[src/lineif_pkg.sv]
// shared constants for the transmit input control block
//
// Operation
// - by default both rails are captured on the falling edge of the channel clock.
// - in host mode each channel may select rising or falling capture edge.
// - a captured one on the positive rail yields a positive line pulse.
// - a captured one on the negative rail yields a negative line pulse.
// - in single-rail mode the negative rail is held low and the zero encoder is on.
// - in dual-rail mode the negative rail is a separate negative data stream.
// - a high build-out select bypasses the build-out stage of that channel.
// - a low build-out select routes that channel through the build-out stage.
// - in E3 mode the build-out select has no effect.
// - the build-out select pin counts only in DS3 or STS-1 mode under strap control.
// - a high transmitters-off input tri-states the line outputs of all channels.
// - the transmitters-off input acts in host mode as well as strap mode.
package lineif_pkg;

  localparam int CH_N     = 4;
  localparam int CH_IDX_W = 2;
  localparam int AXI_AW   = 8;
  localparam int AXI_DW   = 32;
  localparam int STRB_W   = 4;
  localparam int BYTE_W   = 8;

  // ----------------------------------------------------------------
  // register map
  // ----------------------------------------------------------------
  localparam logic [AXI_AW-1:0] ADDR_CTRL = 8'h00;
  localparam logic [AXI_AW-1:0] ADDR_MODE = 8'h04;
  localparam logic [AXI_AW-1:0] ADDR_STAT = 8'h08;

  localparam int CTRL_W    = 16;
  localparam int F_EDGE    = 0;
  localparam int F_SINGLE  = 4;
  localparam int F_SOFTOFF = 8;
  localparam int F_BYPASS  = 12;
  localparam logic [CTRL_W-1:0] CTRL_RST = 16'h0000;

  localparam int MODE_W  = 8;
  localparam int MODE_FW = 2;
  localparam logic [MODE_FW-1:0] MODE_E3   = 2'h0;
  localparam logic [MODE_FW-1:0] MODE_DS3  = 2'h1;
  localparam logic [MODE_FW-1:0] MODE_STS1 = 2'h2;
  localparam logic [MODE_W-1:0]  MODE_RST  = 8'h55;

  localparam int S_TIP   = 0;
  localparam int S_RING  = 4;
  localparam int S_OVF   = 8;
  localparam int S_HOST  = 12;
  localparam int S_OFF   = 13;
  localparam int S_EMPTY = 14;

  localparam logic [1:0] RESP_OKAY   = 2'h0;
  localparam logic [1:0] RESP_SLVERR = 2'h2;

  // ----------------------------------------------------------------
  // symbol fifo
  // ----------------------------------------------------------------
  localparam int FIFO_W   = 4;
  localparam int FIFO_D   = 16;
  localparam int W_CH_LSB = 2;
  localparam int W_POS    = 1;
  localparam int W_NEG    = 0;

endpackage : lineif_pkg

[src/fifo_if.sv]
// valid/ready carrier between the capture logic and the symbol fifo
interface fifo_if #(
  parameter int W = 4
);
  logic         pushValid;
  logic         pushReady;
  logic [W-1:0] pushData;
  logic         popValid;
  logic         popReady;
  logic [W-1:0] popData;

  modport source (
    output pushValid,
    output pushData,
    input  pushReady,
    input  popValid,
    input  popData,
    output popReady
  );

  modport store (
    input  pushValid,
    input  pushData,
    output pushReady,
    output popValid,
    output popData,
    input  popReady
  );
endinterface : fifo_if

[src/stream_fifo.sv]
// synchronous fifo with valid/ready on both sides
module stream_fifo
  import lineif_pkg::*;
#(
  parameter int W = FIFO_W,
  parameter int D = FIFO_D
) (
  input wire logic sys_clk,
  input wire logic nrst,
  fifo_if.store    bus
);
  localparam int AW = $clog2(D);
  localparam logic [AW:0] FULL_CNT = (AW+1)'(D);

  typedef struct packed {
    logic [D-1:0][W-1:0] mem;
    logic [AW-1:0]       rdPtr;
    logic [AW-1:0]       wrPtr;
    logic [AW:0]         count;
  } fifo_s;

  fifo_s st_ff;
  fifo_s nxt_st;
  logic  doPush;
  logic  doPop;

  assign bus.pushReady = (st_ff.count != FULL_CNT);
  assign bus.popValid  = (st_ff.count != '0);
  assign bus.popData   = st_ff.mem[st_ff.rdPtr];
  assign doPush        = bus.pushValid & bus.pushReady;
  assign doPop         = bus.popValid & bus.popReady;

  always_comb begin
    nxt_st = st_ff;
    if (doPush) begin
      nxt_st.mem[st_ff.wrPtr] = bus.pushData;
      nxt_st.wrPtr = AW'(st_ff.wrPtr + 1'b1);
    end
    if (doPop) begin
      nxt_st.rdPtr = AW'(st_ff.rdPtr + 1'b1);
    end
    if (doPush && !doPop) begin
      nxt_st.count = (AW+1)'(st_ff.count + 1'b1);
    end else if (doPop && !doPush) begin
      nxt_st.count = (AW+1)'(st_ff.count - 1'b1);
    end
  end

  always_ff @(posedge sys_clk or negedge nrst) begin
    if (!nrst) begin
      st_ff <= '0;
    end else begin
      st_ff <= nxt_st;
    end
  end
endmodule : stream_fifo

[src/lineif_transmit_input_control.sv]
// transmit input capture, rail mapping and line control for four channels
//
// Register access over AXI4-Lite and the register offsets are this design's own decisions.
module lineif_transmit_input_control
  import lineif_pkg::*;
(
  input  wire logic                sys_clk,
  input  wire logic                nrst,
  input  wire logic [CH_N-1:0]     txLineClock,
  input  wire logic [CH_N-1:0]     txPosRailIn,
  input  wire logic [CH_N-1:0]     txNegRailIn,
  input  wire logic [CH_N-1:0]     buildoutSelect,
  input  wire logic                transmittersOff,
  input  wire logic                hostOrStrapSelect,
  output wire logic [CH_N-1:0]     lineOutTip,
  output wire logic [CH_N-1:0]     lineOutTipOe,
  output wire logic [CH_N-1:0]     lineOutRing,
  output wire logic [CH_N-1:0]     lineOutRingOe,
  output wire logic [CH_N-1:0]     buildoutBypass,
  output wire logic [CH_N-1:0]     encoderEnable,
  input  wire logic [AXI_AW-1:0]   awaddr,
  input  wire logic                awvalid,
  output wire logic                awready,
  input  wire logic [AXI_DW-1:0]   wdata,
  input  wire logic [STRB_W-1:0]   wstrb,
  input  wire logic                wvalid,
  output wire logic                wready,
  output wire logic [1:0]          bresp,
  output wire logic                bvalid,
  input  wire logic                bready,
  input  wire logic [AXI_AW-1:0]   araddr,
  input  wire logic                arvalid,
  output wire logic                arready,
  output wire logic [AXI_DW-1:0]   rdata,
  output wire logic [1:0]          rresp,
  output wire logic                rvalid,
  input  wire logic                rready
);

  // ----------------------------------------------------------------
  // state
  // ----------------------------------------------------------------
  typedef struct packed {
    logic [CH_N-1:0]   clkS1;
    logic [CH_N-1:0]   clkS2;
    logic [CH_N-1:0]   clkS3;
    logic [CH_N-1:0]   posS1;
    logic [CH_N-1:0]   posS2;
    logic [CH_N-1:0]   negS1;
    logic [CH_N-1:0]   negS2;
    logic [CH_N-1:0]   selS1;
    logic [CH_N-1:0]   selS2;
    logic              offS1;
    logic              offS2;
    logic              hostS1;
    logic              hostS2;
    logic [CH_N-1:0]   pendV;
    logic [CH_N-1:0]   pendPos;
    logic [CH_N-1:0]   pendNeg;
    logic [CH_N-1:0]   ovf;
    logic [CH_N-1:0]   tip;
    logic [CH_N-1:0]   ring;
    logic [CH_N-1:0]   oe;
    logic [CH_N-1:0]   bypass;
    logic [CH_N-1:0]   encEn;
    logic [CTRL_W-1:0] ctrl;
    logic [MODE_W-1:0] mode;
    logic              awHeld;
    logic [AXI_AW-1:0] awAddr;
    logic              wHeld;
    logic [AXI_DW-1:0] wData;
    logic [STRB_W-1:0] wStrb;
    logic              awRdy;
    logic              wRdy;
    logic              bValid;
    logic [1:0]        bResp;
    logic              arRdy;
    logic              rValid;
    logic [AXI_DW-1:0] rData;
    logic [1:0]        rResp;
  } state_s;

  state_s st_ff;
  state_s nxt_st;

  fifo_if #(.W(FIFO_W)) fifoBus ();

  stream_fifo #(
    .W (FIFO_W),
    .D (FIFO_D)
  ) u_fifo (
    .sys_clk (sys_clk),
    .nrst    (nrst),
    .bus     (fifoBus)
  );

  function automatic logic [AXI_DW-1:0] strbMask(
    input logic [STRB_W-1:0] s
  );
    logic [AXI_DW-1:0] m;
    m = '0;
    for (int b = 0; b < STRB_W; b++) begin
      m[BYTE_W*b +: BYTE_W] = {BYTE_W{s[b]}};
    end
    return m;
  endfunction : strbMask

  // ----------------------------------------------------------------
  // edge detection on the sampled transmit clocks
  // ----------------------------------------------------------------
  logic [CH_N-1:0] riseEdge;
  logic [CH_N-1:0] fallEdge;
  logic [CH_N-1:0] useRise;
  logic [CH_N-1:0] capEdge;
  logic            popFire;
  logic [CH_IDX_W-1:0] popCh;

  assign riseEdge = st_ff.clkS2 & ~st_ff.clkS3;
  assign fallEdge = ~st_ff.clkS2 & st_ff.clkS3;
  assign useRise  = {CH_N{st_ff.hostS2}} & st_ff.ctrl[F_EDGE +: CH_N];
  assign capEdge  = (useRise & riseEdge) | (~useRise & fallEdge);
  assign popFire  = fifoBus.popValid & fifoBus.popReady;
  // drain stalls while transmitters are off
  assign fifoBus.popReady = !st_ff.offS2;
  assign popCh    = fifoBus.popData[W_CH_LSB +: CH_IDX_W];

  // ----------------------------------------------------------------
  // next state
  // ----------------------------------------------------------------
  always_comb begin
    logic [AXI_DW-1:0]   mask;
    logic [AXI_DW-1:0]   merged;
    logic [AXI_DW-1:0]   rd;
    logic [1:0]          rdResp;
    logic [CH_IDX_W-1:0] pushCh;
    logic                found;
    logic                notE3;
    logic                sel;
    mask   = strbMask(st_ff.wStrb);
    merged = (AXI_DW'(st_ff.ctrl) & ~mask) | (st_ff.wData & mask);
    rd     = '0;
    rdResp = RESP_OKAY;
    pushCh = '0;
    found  = 1'b0;
    notE3  = 1'b0;
    sel    = 1'b0;
    nxt_st = st_ff;

    // pin synchronisers
    nxt_st.clkS1  = txLineClock;
    nxt_st.clkS2  = st_ff.clkS1;
    nxt_st.clkS3  = st_ff.clkS2;
    nxt_st.posS1  = txPosRailIn;
    nxt_st.posS2  = st_ff.posS1;
    nxt_st.negS1  = txNegRailIn;
    nxt_st.negS2  = st_ff.negS1;
    nxt_st.selS1  = buildoutSelect;
    nxt_st.selS2  = st_ff.selS1;
    nxt_st.offS1  = transmittersOff;
    nxt_st.offS2  = st_ff.offS1;
    nxt_st.hostS1 = hostOrStrapSelect;
    nxt_st.hostS2 = st_ff.hostS1;

    // register write: both halves held, response slot free
    if (st_ff.bValid && bready) begin
      nxt_st.bValid = 1'b0;
    end
    if (awvalid && st_ff.awRdy) begin
      nxt_st.awHeld = 1'b1;
      nxt_st.awAddr = awaddr;
    end
    if (wvalid && st_ff.wRdy) begin
      nxt_st.wHeld = 1'b1;
      nxt_st.wData = wdata;
      nxt_st.wStrb = wstrb;
    end
    if (st_ff.awHeld && st_ff.wHeld && !st_ff.bValid) begin
      nxt_st.awHeld = 1'b0;
      nxt_st.wHeld  = 1'b0;
      nxt_st.bValid = 1'b1;
      nxt_st.bResp  = RESP_OKAY;
      if (st_ff.awAddr == ADDR_CTRL) begin
        nxt_st.ctrl = merged[CTRL_W-1:0];
      end else if (st_ff.awAddr == ADDR_MODE) begin
        nxt_st.mode = (st_ff.mode & ~mask[MODE_W-1:0])
                    | (st_ff.wData[MODE_W-1:0] & mask[MODE_W-1:0]);
      end else if (st_ff.awAddr == ADDR_STAT) begin
        nxt_st.ovf = st_ff.ovf
                   & ~(st_ff.wData[S_OVF +: CH_N] & mask[S_OVF +: CH_N]);
      end else begin
        nxt_st.bResp = RESP_SLVERR;
      end
    end
    nxt_st.awRdy = !nxt_st.awHeld;
    nxt_st.wRdy  = !nxt_st.wHeld;

    // register read
    case (araddr)
      ADDR_CTRL: rd[CTRL_W-1:0] = st_ff.ctrl;
      ADDR_MODE: rd[MODE_W-1:0] = st_ff.mode;
      ADDR_STAT: begin
        rd[S_TIP +: CH_N]  = st_ff.tip;
        rd[S_RING +: CH_N] = st_ff.ring;
        rd[S_OVF +: CH_N]  = st_ff.ovf;
        rd[S_HOST]         = st_ff.hostS2;
        rd[S_OFF]          = st_ff.offS2;
        rd[S_EMPTY]        = !fifoBus.popValid;
      end
      default: rdResp = RESP_SLVERR;
    endcase
    if (st_ff.rValid && rready) begin
      nxt_st.rValid = 1'b0;
    end
    if (arvalid && st_ff.arRdy) begin
      nxt_st.rValid = 1'b1;
      nxt_st.rData  = rd;
      nxt_st.rResp  = rdResp;
    end
    nxt_st.arRdy = !nxt_st.rValid;

    // offer the lowest pending channel to the fifo
    for (int i = 0; i < CH_N; i++) begin
      if (st_ff.pendV[i] && !found) begin
        found  = 1'b1;
        pushCh = CH_IDX_W'(i);
      end
    end
    fifoBus.pushValid = found;
    fifoBus.pushData  = {pushCh, st_ff.pendPos[pushCh],
                         st_ff.pendNeg[pushCh]};
    if (found && fifoBus.pushReady) begin
      nxt_st.pendV[pushCh] = 1'b0;
    end

    // capture on the chosen edge; set beats a clear in the same cycle
    for (int i = 0; i < CH_N; i++) begin
      if (capEdge[i]) begin
        if (nxt_st.pendV[i]) begin
          nxt_st.ovf[i] = 1'b1;
        end
        nxt_st.pendV[i]   = 1'b1;
        nxt_st.pendPos[i] = st_ff.posS2[i];
        nxt_st.pendNeg[i] = st_ff.negS2[i]
                          & ~st_ff.ctrl[F_SINGLE + i];
      end
    end

    // line pulses from the drained symbol
    if (popFire) begin
      nxt_st.tip[popCh]  = fifoBus.popData[W_POS];
      nxt_st.ring[popCh] = fifoBus.popData[W_NEG];
    end

    // line enables, build-out and encoder control
    nxt_st.oe = ~({CH_N{st_ff.offS2}}
              | ({CH_N{st_ff.hostS2}} & st_ff.ctrl[F_SOFTOFF +: CH_N]));
    for (int i = 0; i < CH_N; i++) begin
      notE3 = st_ff.mode[MODE_FW*i +: MODE_FW] != MODE_E3;
      sel   = st_ff.hostS2 ? st_ff.ctrl[F_BYPASS + i]
                           : st_ff.selS2[i];
      nxt_st.bypass[i] = notE3 & sel;
    end
    nxt_st.encEn = st_ff.ctrl[F_SINGLE +: CH_N];
  end

  always_ff @(posedge sys_clk or negedge nrst) begin
    if (!nrst) begin
      st_ff       <= '0;
      st_ff.ctrl  <= CTRL_RST;
      st_ff.mode  <= MODE_RST;
      st_ff.awRdy <= 1'b1;
      st_ff.wRdy  <= 1'b1;
      st_ff.arRdy <= 1'b1;
    end else begin
      st_ff <= nxt_st;
    end
  end

  // ----------------------------------------------------------------
  // outputs
  // ----------------------------------------------------------------
  assign lineOutTip     = st_ff.tip;
  assign lineOutRing    = st_ff.ring;
  assign lineOutTipOe   = st_ff.oe;
  assign lineOutRingOe  = st_ff.oe;
  assign buildoutBypass = st_ff.bypass;
  assign encoderEnable  = st_ff.encEn;
  assign awready        = st_ff.awRdy;
  assign wready         = st_ff.wRdy;
  assign bvalid         = st_ff.bValid;
  assign bresp          = st_ff.bResp;
  assign arready        = st_ff.arRdy;
  assign rvalid         = st_ff.rValid;
  assign rdata          = st_ff.rData;
  assign rresp          = st_ff.rResp;
endmodule : lineif_transmit_input_control

[config.mk]
export PLATFORM = sky130hd
export DESIGN_NAME = lineif_transmit_input_control
export DESIGN_NICKNAME = d
export VERILOG_FILES = /design/src/lineif_pkg.sv /design/src/fifo_if.sv /design/src/stream_fifo.sv /design/src/lineif_transmit_input_control.sv
export SDC_FILE = /design/constraint.sdc
export NUM_CORES = 1
export LEC_CHECK = 0
export BUFFER_PORTS_ARGS = -buffer_cell sky130_fd_sc_hd__buf_2
export CORE_ASPECT_RATIO = 2
export CORE_MARGIN = 4
export CORE_UTILIZATION = 52
export CTS_CLUSTER_DIAMETER = 30
export DETAILED_ROUTE_END_ITERATION = 6
export HOLD_SLACK_MARGIN = 0.12
export PLACE_DENSITY_LB_ADDON = 0.12
export SYNTH_ARGS = -nofsm -noshare
export SYNTH_HDL_FRONTEND = slang
export SYNTH_SLANG_ARGS = --single-unit
[constraint.sdc]
create_clock -name sys_clk -period 2.61 [get_ports sys_clk]
set_input_delay 0.6525 -clock sys_clk [delete_from_list [all_inputs] [get_ports sys_clk]]
set_output_delay 0.6525 -clock sys_clk [all_outputs]
set_load 0.01 [all_outputs]
Word-level counts from Yosys, hierarchy flattened
Index checks and enable logic that the tools add are counted.
Widths: inputs -> output; s select.
{ "totals": {"regBits": 248, "latchBits": 0, "ram_bits": 0, "rom_bits": 0, "output_inout_bits": 65, "n_memories": 0} }
{ "classes": {"add_sub_neg": 4, "multipliers": 0, "div": 0, "order_cmp": 7, "eq_ne": 5, "shift": 0, "n_mux": 60, "bitwise_logic": 40, "reduce_logical": 39} }
{ "ops": {"columns": ["cell", "count"], "rows": [
  ["$bwmux 64", 1],
  ["$mux 37", 1],
  ["$and 4x4->4", 9],
  ["$mux 35", 1],
  ["$and 16x16->16", 2],
  ["$mux 1", 30],
  ["$mux 4", 7],
  ["$not 4->4", 6],
  ["$pmux 8 s3", 1],
  ["$and 8x8->8", 2],
  ["$bmux 4 s4", 1],
  ["$demux 4 s4", 1],
  ["$eq 8x3->1 const B", 2],
  ["$eq 8x4->1 const B", 2],
  ["$logic_and 1x1->1", 16],
  ["$logic_not 8->1", 2],
  ["$not 16->16", 1],
  ["$or 16x16->16", 1],
  ["$pmux 7 s2", 1],
  ["$mux 2", 6],
  ["$reduce_bool 2->1", 6],
  ["$logic_not 1->1", 11],
  ["$and 1x1->1", 10],
  ["$lt 4x5->1 const B", 2],
  ["other kinds (21)", 33]
]} }

Depth between registers and ports, before layout
{ "logic_depth": {"depth_word": 19, "mapped_depth": 12, "mapped_depth_nobuf": 12} }

Hierarchy
A second synthesis with hierarchy kept.
{ "unflattened": {"cells_unflattened": 738, "area_unflattened_um2": 10085.9} }
{ "by_module_without_submodules": {"columns": ["mod", "n_inst", "cells_each", "area_each_um2"], "rows": [
  ["lineif_transmit_input_control", 1, 456, 6152.2],
  ["stream_fifo", 1, 282, 3933.8]
]} }

Least setup slack after synthesis
Ideal clock, no wire load.
{ "synth_path": {"kind": "reg-to-reg", "startpoint": "register u_fifo.st_ff[0] (netlist name)", "endpoint": "register u_fifo.st_ff[4] (netlist name)", "t_arrival_ns": 2.618, "path_slack_ns": -0.133, "path_stages_with_launch": 13, "n_path_buf": 1, "path_cell_list": "dfrtp_1 -> or4_4 -> nor2_4 -> nor2_2 -> buf_6 -> ha_1 -> inv_1 -> ha_1 -> a21o_1 -> a21oi_1 -> xnor2_1 -> nor2_1 -> xnor2_1"} }
{ "synth_between": {"elab_chain_len": 5, "word_cells_on_any_way": 13} }
{ "synth_rtl": {"columns": ["element", "line", "rtl"], "rows": [
  ["start: declaration", "stream_fifo.sv:22", "fifo_s st_ff;"],
  ["start signal: assignment", "stream_fifo.sv:53", "st_ff <= nxt_st;"],
  ["$ne 5x5->1 (*)", "stream_fifo.sv:27", "assign bus.pushReady = (st_ff.count != FULL_CNT);"],
  ["$and 1x1->1 (*)", "stream_fifo.sv:30", "assign doPush = bus.pushValid & bus.pushReady;"],
  ["net u_fifo.doPush", "stream_fifo.sv:24", "logic doPush;"],
  ["$logic_not 1->1", "stream_fifo.sv:44", "end else if (doPop && !doPush) begin"],
  ["$logic_and 1x1->1", "stream_fifo.sv:44", null],
  ["$reduce_bool 2->1 (no line)", null, null]
]} }
The timed path passes the listed nets; every way through them passes the cells marked *. The select of a mux whose other input is x is not followed.
A chain may end at the register's enable or synchronous reset.

Worst setup path in the final report
{ "layout_path": {"startpoint": "register u_fifo.st_ff[1] (netlist name)", "endpoint": "register u_fifo.st_ff[4] (netlist name)"} }
{ "layout_between": {"elab_chain_len": 5, "word_cells_on_any_way": 13} }
{ "layout_rtl": {"columns": ["element"], "rows": [
  ["parallel branches: the longest is 5 deep, another holds $sub 5x1->5"]
]} }
Parallel ways; which one is timed is not known. The select of a mux whose other input is x is not followed.

==> results.yml <==
worst_setup_path:
  regToRegEndpoint: "u_fifo.st_ff[4]$_DFFE_PN0P_"
  r2r_cells: 12
  arrival_ns: 2.89
  worstSetupPathType: "reg -> reg"
  critPathCapture: "u_fifo.st_ff[4]$_DFFE_PN0P_"
  crit_fanout: 4
  crit_path_start: "u_fifo.st_ff[1]$_DFFE_PN0P_"
  reg2reg_from: "u_fifo.st_ff[1]$_DFFE_PN0P_"
  cp.required_ns: 2.98
  crit_path_end_kind: "flop"
  r2r_setup_slack_ns: 0.09
  worstSetupStartpointType: "flop"
timing:
  relSlewSlack: 0.611
  fin_ws_ns: 0.0867
  setup_violations: 0
  post-route-min-period_ns: 2.52
  clock.fmax_ghz: 0.396
  rsz0062_at_grt: "true"
  fin_crit_sh: 0.967
  drv_slew: 0
  finClkSkew_ns: 0.0111
  finalHoldViolCount: 0
  worst_pin_slew_ns: 0.584
final_layout:
  num-nets-final: 902
  drive_gt1_frac: 0.438
  seq_area_sq_um: 5710
  syn_to_final_growth_pct: 18.9
  nFillCells: 1399
  n_antenna_cell: 0
  multi_input_area_sq_um: 3590
  fin_util: 0.632
  final_cell_count_no_fill: 1093
logic_synthesis:
  yosysUniqueCellTypes: 57
  synthFlopType: "dfrtp_1"
  synth.cell_area_sq_um: 9830
  synth-seq-cells: 228
  async_flop_share: 1.00
  yosysSeqAreaShare: 0.581
  synth_cells: 711
  yosys_warnings: 0
  synth_edf_count: 0
  synth.avg_cell_area_sq_um: 13.8
grt:
  grt_max_degree: 74
  antenna_found_initial: 0
  grt_pass1_vias: 6670
  grt_usage: 0.218
  grt_pass1_wl_microns: 36000
  overflow: 0
detailed_routing:
  drcViolationCount: 0
  drt_iter0_markers: 216
  avgViaCountPerCell: 5.37
  drtAntennaViolNets: 0
  totalWireLength_microns: 22200
  via_count: 5867
  dr.pass1.iters: 4
  wl_per_cell_microns: 20.3
place:
  port_buffers: 105
  dp.cells: 1030
  gp_congestion: 0.835
  dp_hpwl_microns: 16500
  pre_cts_ws_ns: 0.0398
outcome:
  status: "completed"
clock_network:
  tritoncts: "yes"
  htree_levels: 2
  cts_buffers: 35
  clk_pin_slew_ns: 0.05
  clock_latency_ns: 0.50
  clkSinkCount: 228
  clockRootBuffer: "clkbuf_16"
  cts.path.max_buffers: 3
floorplanning:
  die_area_sq_um: 21300
  chipHeight_microns: 202
  rows: 70
  chipWidth_microns: 105
  pin_count: 142
  core_sq_um: 18500
  start_util: 0.532
power:
  ir_drop_v: 0.000764
  p_per_area_nw_per_um2: 1180
  seq_power_share: 0.391
  finalPower_uw: 13800
  p_leak_uw: 0.00554
  power.switching_uw: 4150
  power.internal_uw: 9600
  p_clk_frac: 0.334
  p_comb_frac: 0.275
  power.share.switching: 0.302
run:
  drv_cap: 0
min_path:
  hold_path.class: "in -> async"
==> how the worst min path moves through the flow <==
stage	startpoint	end	slack (ns)	depth (start not counted)
finish	nrst	asynchronous set/reset pin	0.11	1
global route	nrst	lineOutRingOe[1]$_DFF_PN0_	0.17	1
floorplan	nxt_st[179]$_DFF_PN0_	nxt_st[175]$_DFF_PN0_	0.33	0
detailed placement	nxt_st[160]$_DFF_PN0_	st_ff[160]$_DFF_PN0_	0.33	0
global placement	nxt_st[160]$_DFF_PN0_	st_ff[160]$_DFF_PN0_	0.33	0
CTS	nrst	st_ff[56]$_DFFE_PN0P_	0.14	1
==> cells in the mapped netlist, types with 2 or more instances <==
| master | count | area share |
|---|---|---|
| nand4b_1 | 2 | 0.0018 |
| mux2_4 | 8 | 0.012 |
| nand4_1 | 2 | 0.0013 |
| and4b_1 | 8 | 0.0081 |
| xnor2_1 | 9 | 0.0080 |
| a21o_1 | 3 | 0.0023 |
| a21oi_1 | 10 | 0.0051 |
| a22oi_1 | 8 | 0.0061 |
| o22ai_1 | 3 | 0.0019 |
| and4_1 | 4 | 0.0036 |
| mux2_2 | 118 | 0.14 |
| dfrtp_1 | 221 | 0.56 |
| buf_4 | 63 | 0.048 |
| a22o_1 | 9 | 0.0080 |
| nor2_1 | 14 | 0.0053 |
| buf_1 | 4 | 0.0015 |
| mux2i_1 | 18 | 0.018 |
| nand2b_1 | 2 | 0.0013 |
| mux4_2 | 18 | 0.041 |
| xor2_1 | 2 | 0.0018 |
| and2_1 | 4 | 0.0025 |
| ha_1 | 9 | 0.011 |
| a211oi_1 | 2 | 0.0015 |
| nand3b_4 | 2 | 0.0041 |
| or4_4 | 3 | 0.0034 |
| nand3b_1 | 11 | 0.0084 |
| nand2_1 | 54 | 0.021 |
| dfstp_2 | 7 | 0.019 |
| clkbuf_1 | 18 | 0.0069 |
| o21ai_0 | 28 | 0.014 |
| inv_1 | 16 | 0.0061 |
| o2bb2ai_1 | 2 | 0.0018 |
| nor4_1 | 4 | 0.0025 |
| nand3_1 | 2 | 0.0010 |
==> critical path, stage by stage (launching register included) <==
cell and delay (ns):
dfrtp_1 0.37, or4_4 0.56, nor2_4 0.11, nor2_2 0.05, inv_1 0.06, ha_2 0.20
inv_4 0.06, fa_2 0.35, a21o_1 0.18, a21oi_2 0.13, xnor2_1 0.13, nor2_1 0.06
xnor2_1 0.12
==> power by group through the flow <==
stage | Combinational, uW | Clock [uW] | Sequential, uW
floorplan | 2900 | 0 | 5110
global placement | 3630 | 0 | 5350
detailed placement | 3780 | 0 | 5430
CTS | 3820 | 4700 | 5380
global route | 4120 | 4860 | 5510
finish | 3780 | 4590 | 5380
==> cell families after synthesis <==
group,synth area share
muxes,0.207
buffers and inverters,0.0643
xor gates and xnor gates,0.00980
adders and majority gates,0.0135
other,0.000382
and+or+nand+nor,0.0756
DFF,0.581
AOI/OAI and AO/OA,0.0480
==> layout by cell type, fill, tap and decap left out, types with 3 or more instances in the layout <==
master,instances
a21o_1,3
a21oi_1,8
a22o_1,9
a22oi_1,8
and2_1,4
and4_1,4
and4b_1,8
buf_12,4
buf_2,104
buf_4,28
bufinv_16,3
clkbuf_1,4
clkbuf_16,35
clkbuf_8,6
clkinv_2,5
clkinv_4,3
conb_1,18
dfrtp_1,221
dfstp_2,7
ha_1,7
inv_1,15
inv_6,5
mux2_2,118
mux2_4,8
mux2i_1,18
mux4_2,18
nand2_1,54
nand3b_1,11
nor2_1,12
nor2_4,3
nor4_1,4
o21ai_0,28
o22ai_1,3
or4_4,3
xnor2_1,9
==> timing repair <==
item                                    CTS  global route
gates cloned                              0             0
resized for setup                         1             4
setup buffers                             0             0
pin swaps                                 0             2
endpoints found under the setup margin    1             2
hold buffers                              0             0
==> per-stage QoR <==
| stage | cell area [sq um] | TNS [ns] | hold WS [ns] |
|---|---|---|---|
| 2_1_floorplan | 9920 | 0 | 0.331 |
| 3_3_place_gp | 10500 | 0 | 0.335 |
| 3_5_place_dp | 10500 | 0 | 0.335 |
| 4_1_cts | 11700 | 0 | 0.136 |
| 5_1_grt | 11700 | -0.0249 | 0.168 |
| 6_report | 11700 | 0 | 0.113 |
==> layer usage <==
metal  GRT usage  share of wire  up-vias
met4       0.106          0.042        0
met2       0.431           0.59      166
met5           0              0        -
li1            -              -     2651
met3      0.0320          0.039       56
met1       0.214           0.33     2994
==> cell type report <==
class                   instances  share of cell area
multi-input cells             397               0.307
flip-flops and latches        228               0.489
well taps                     252              0.0270
repair buffers                137              0.0707
inverters                      16             0.00536
clock inverters                18              0.0175
clock buffers                  45              0.0833
Power figures use the tool's default switching activity.
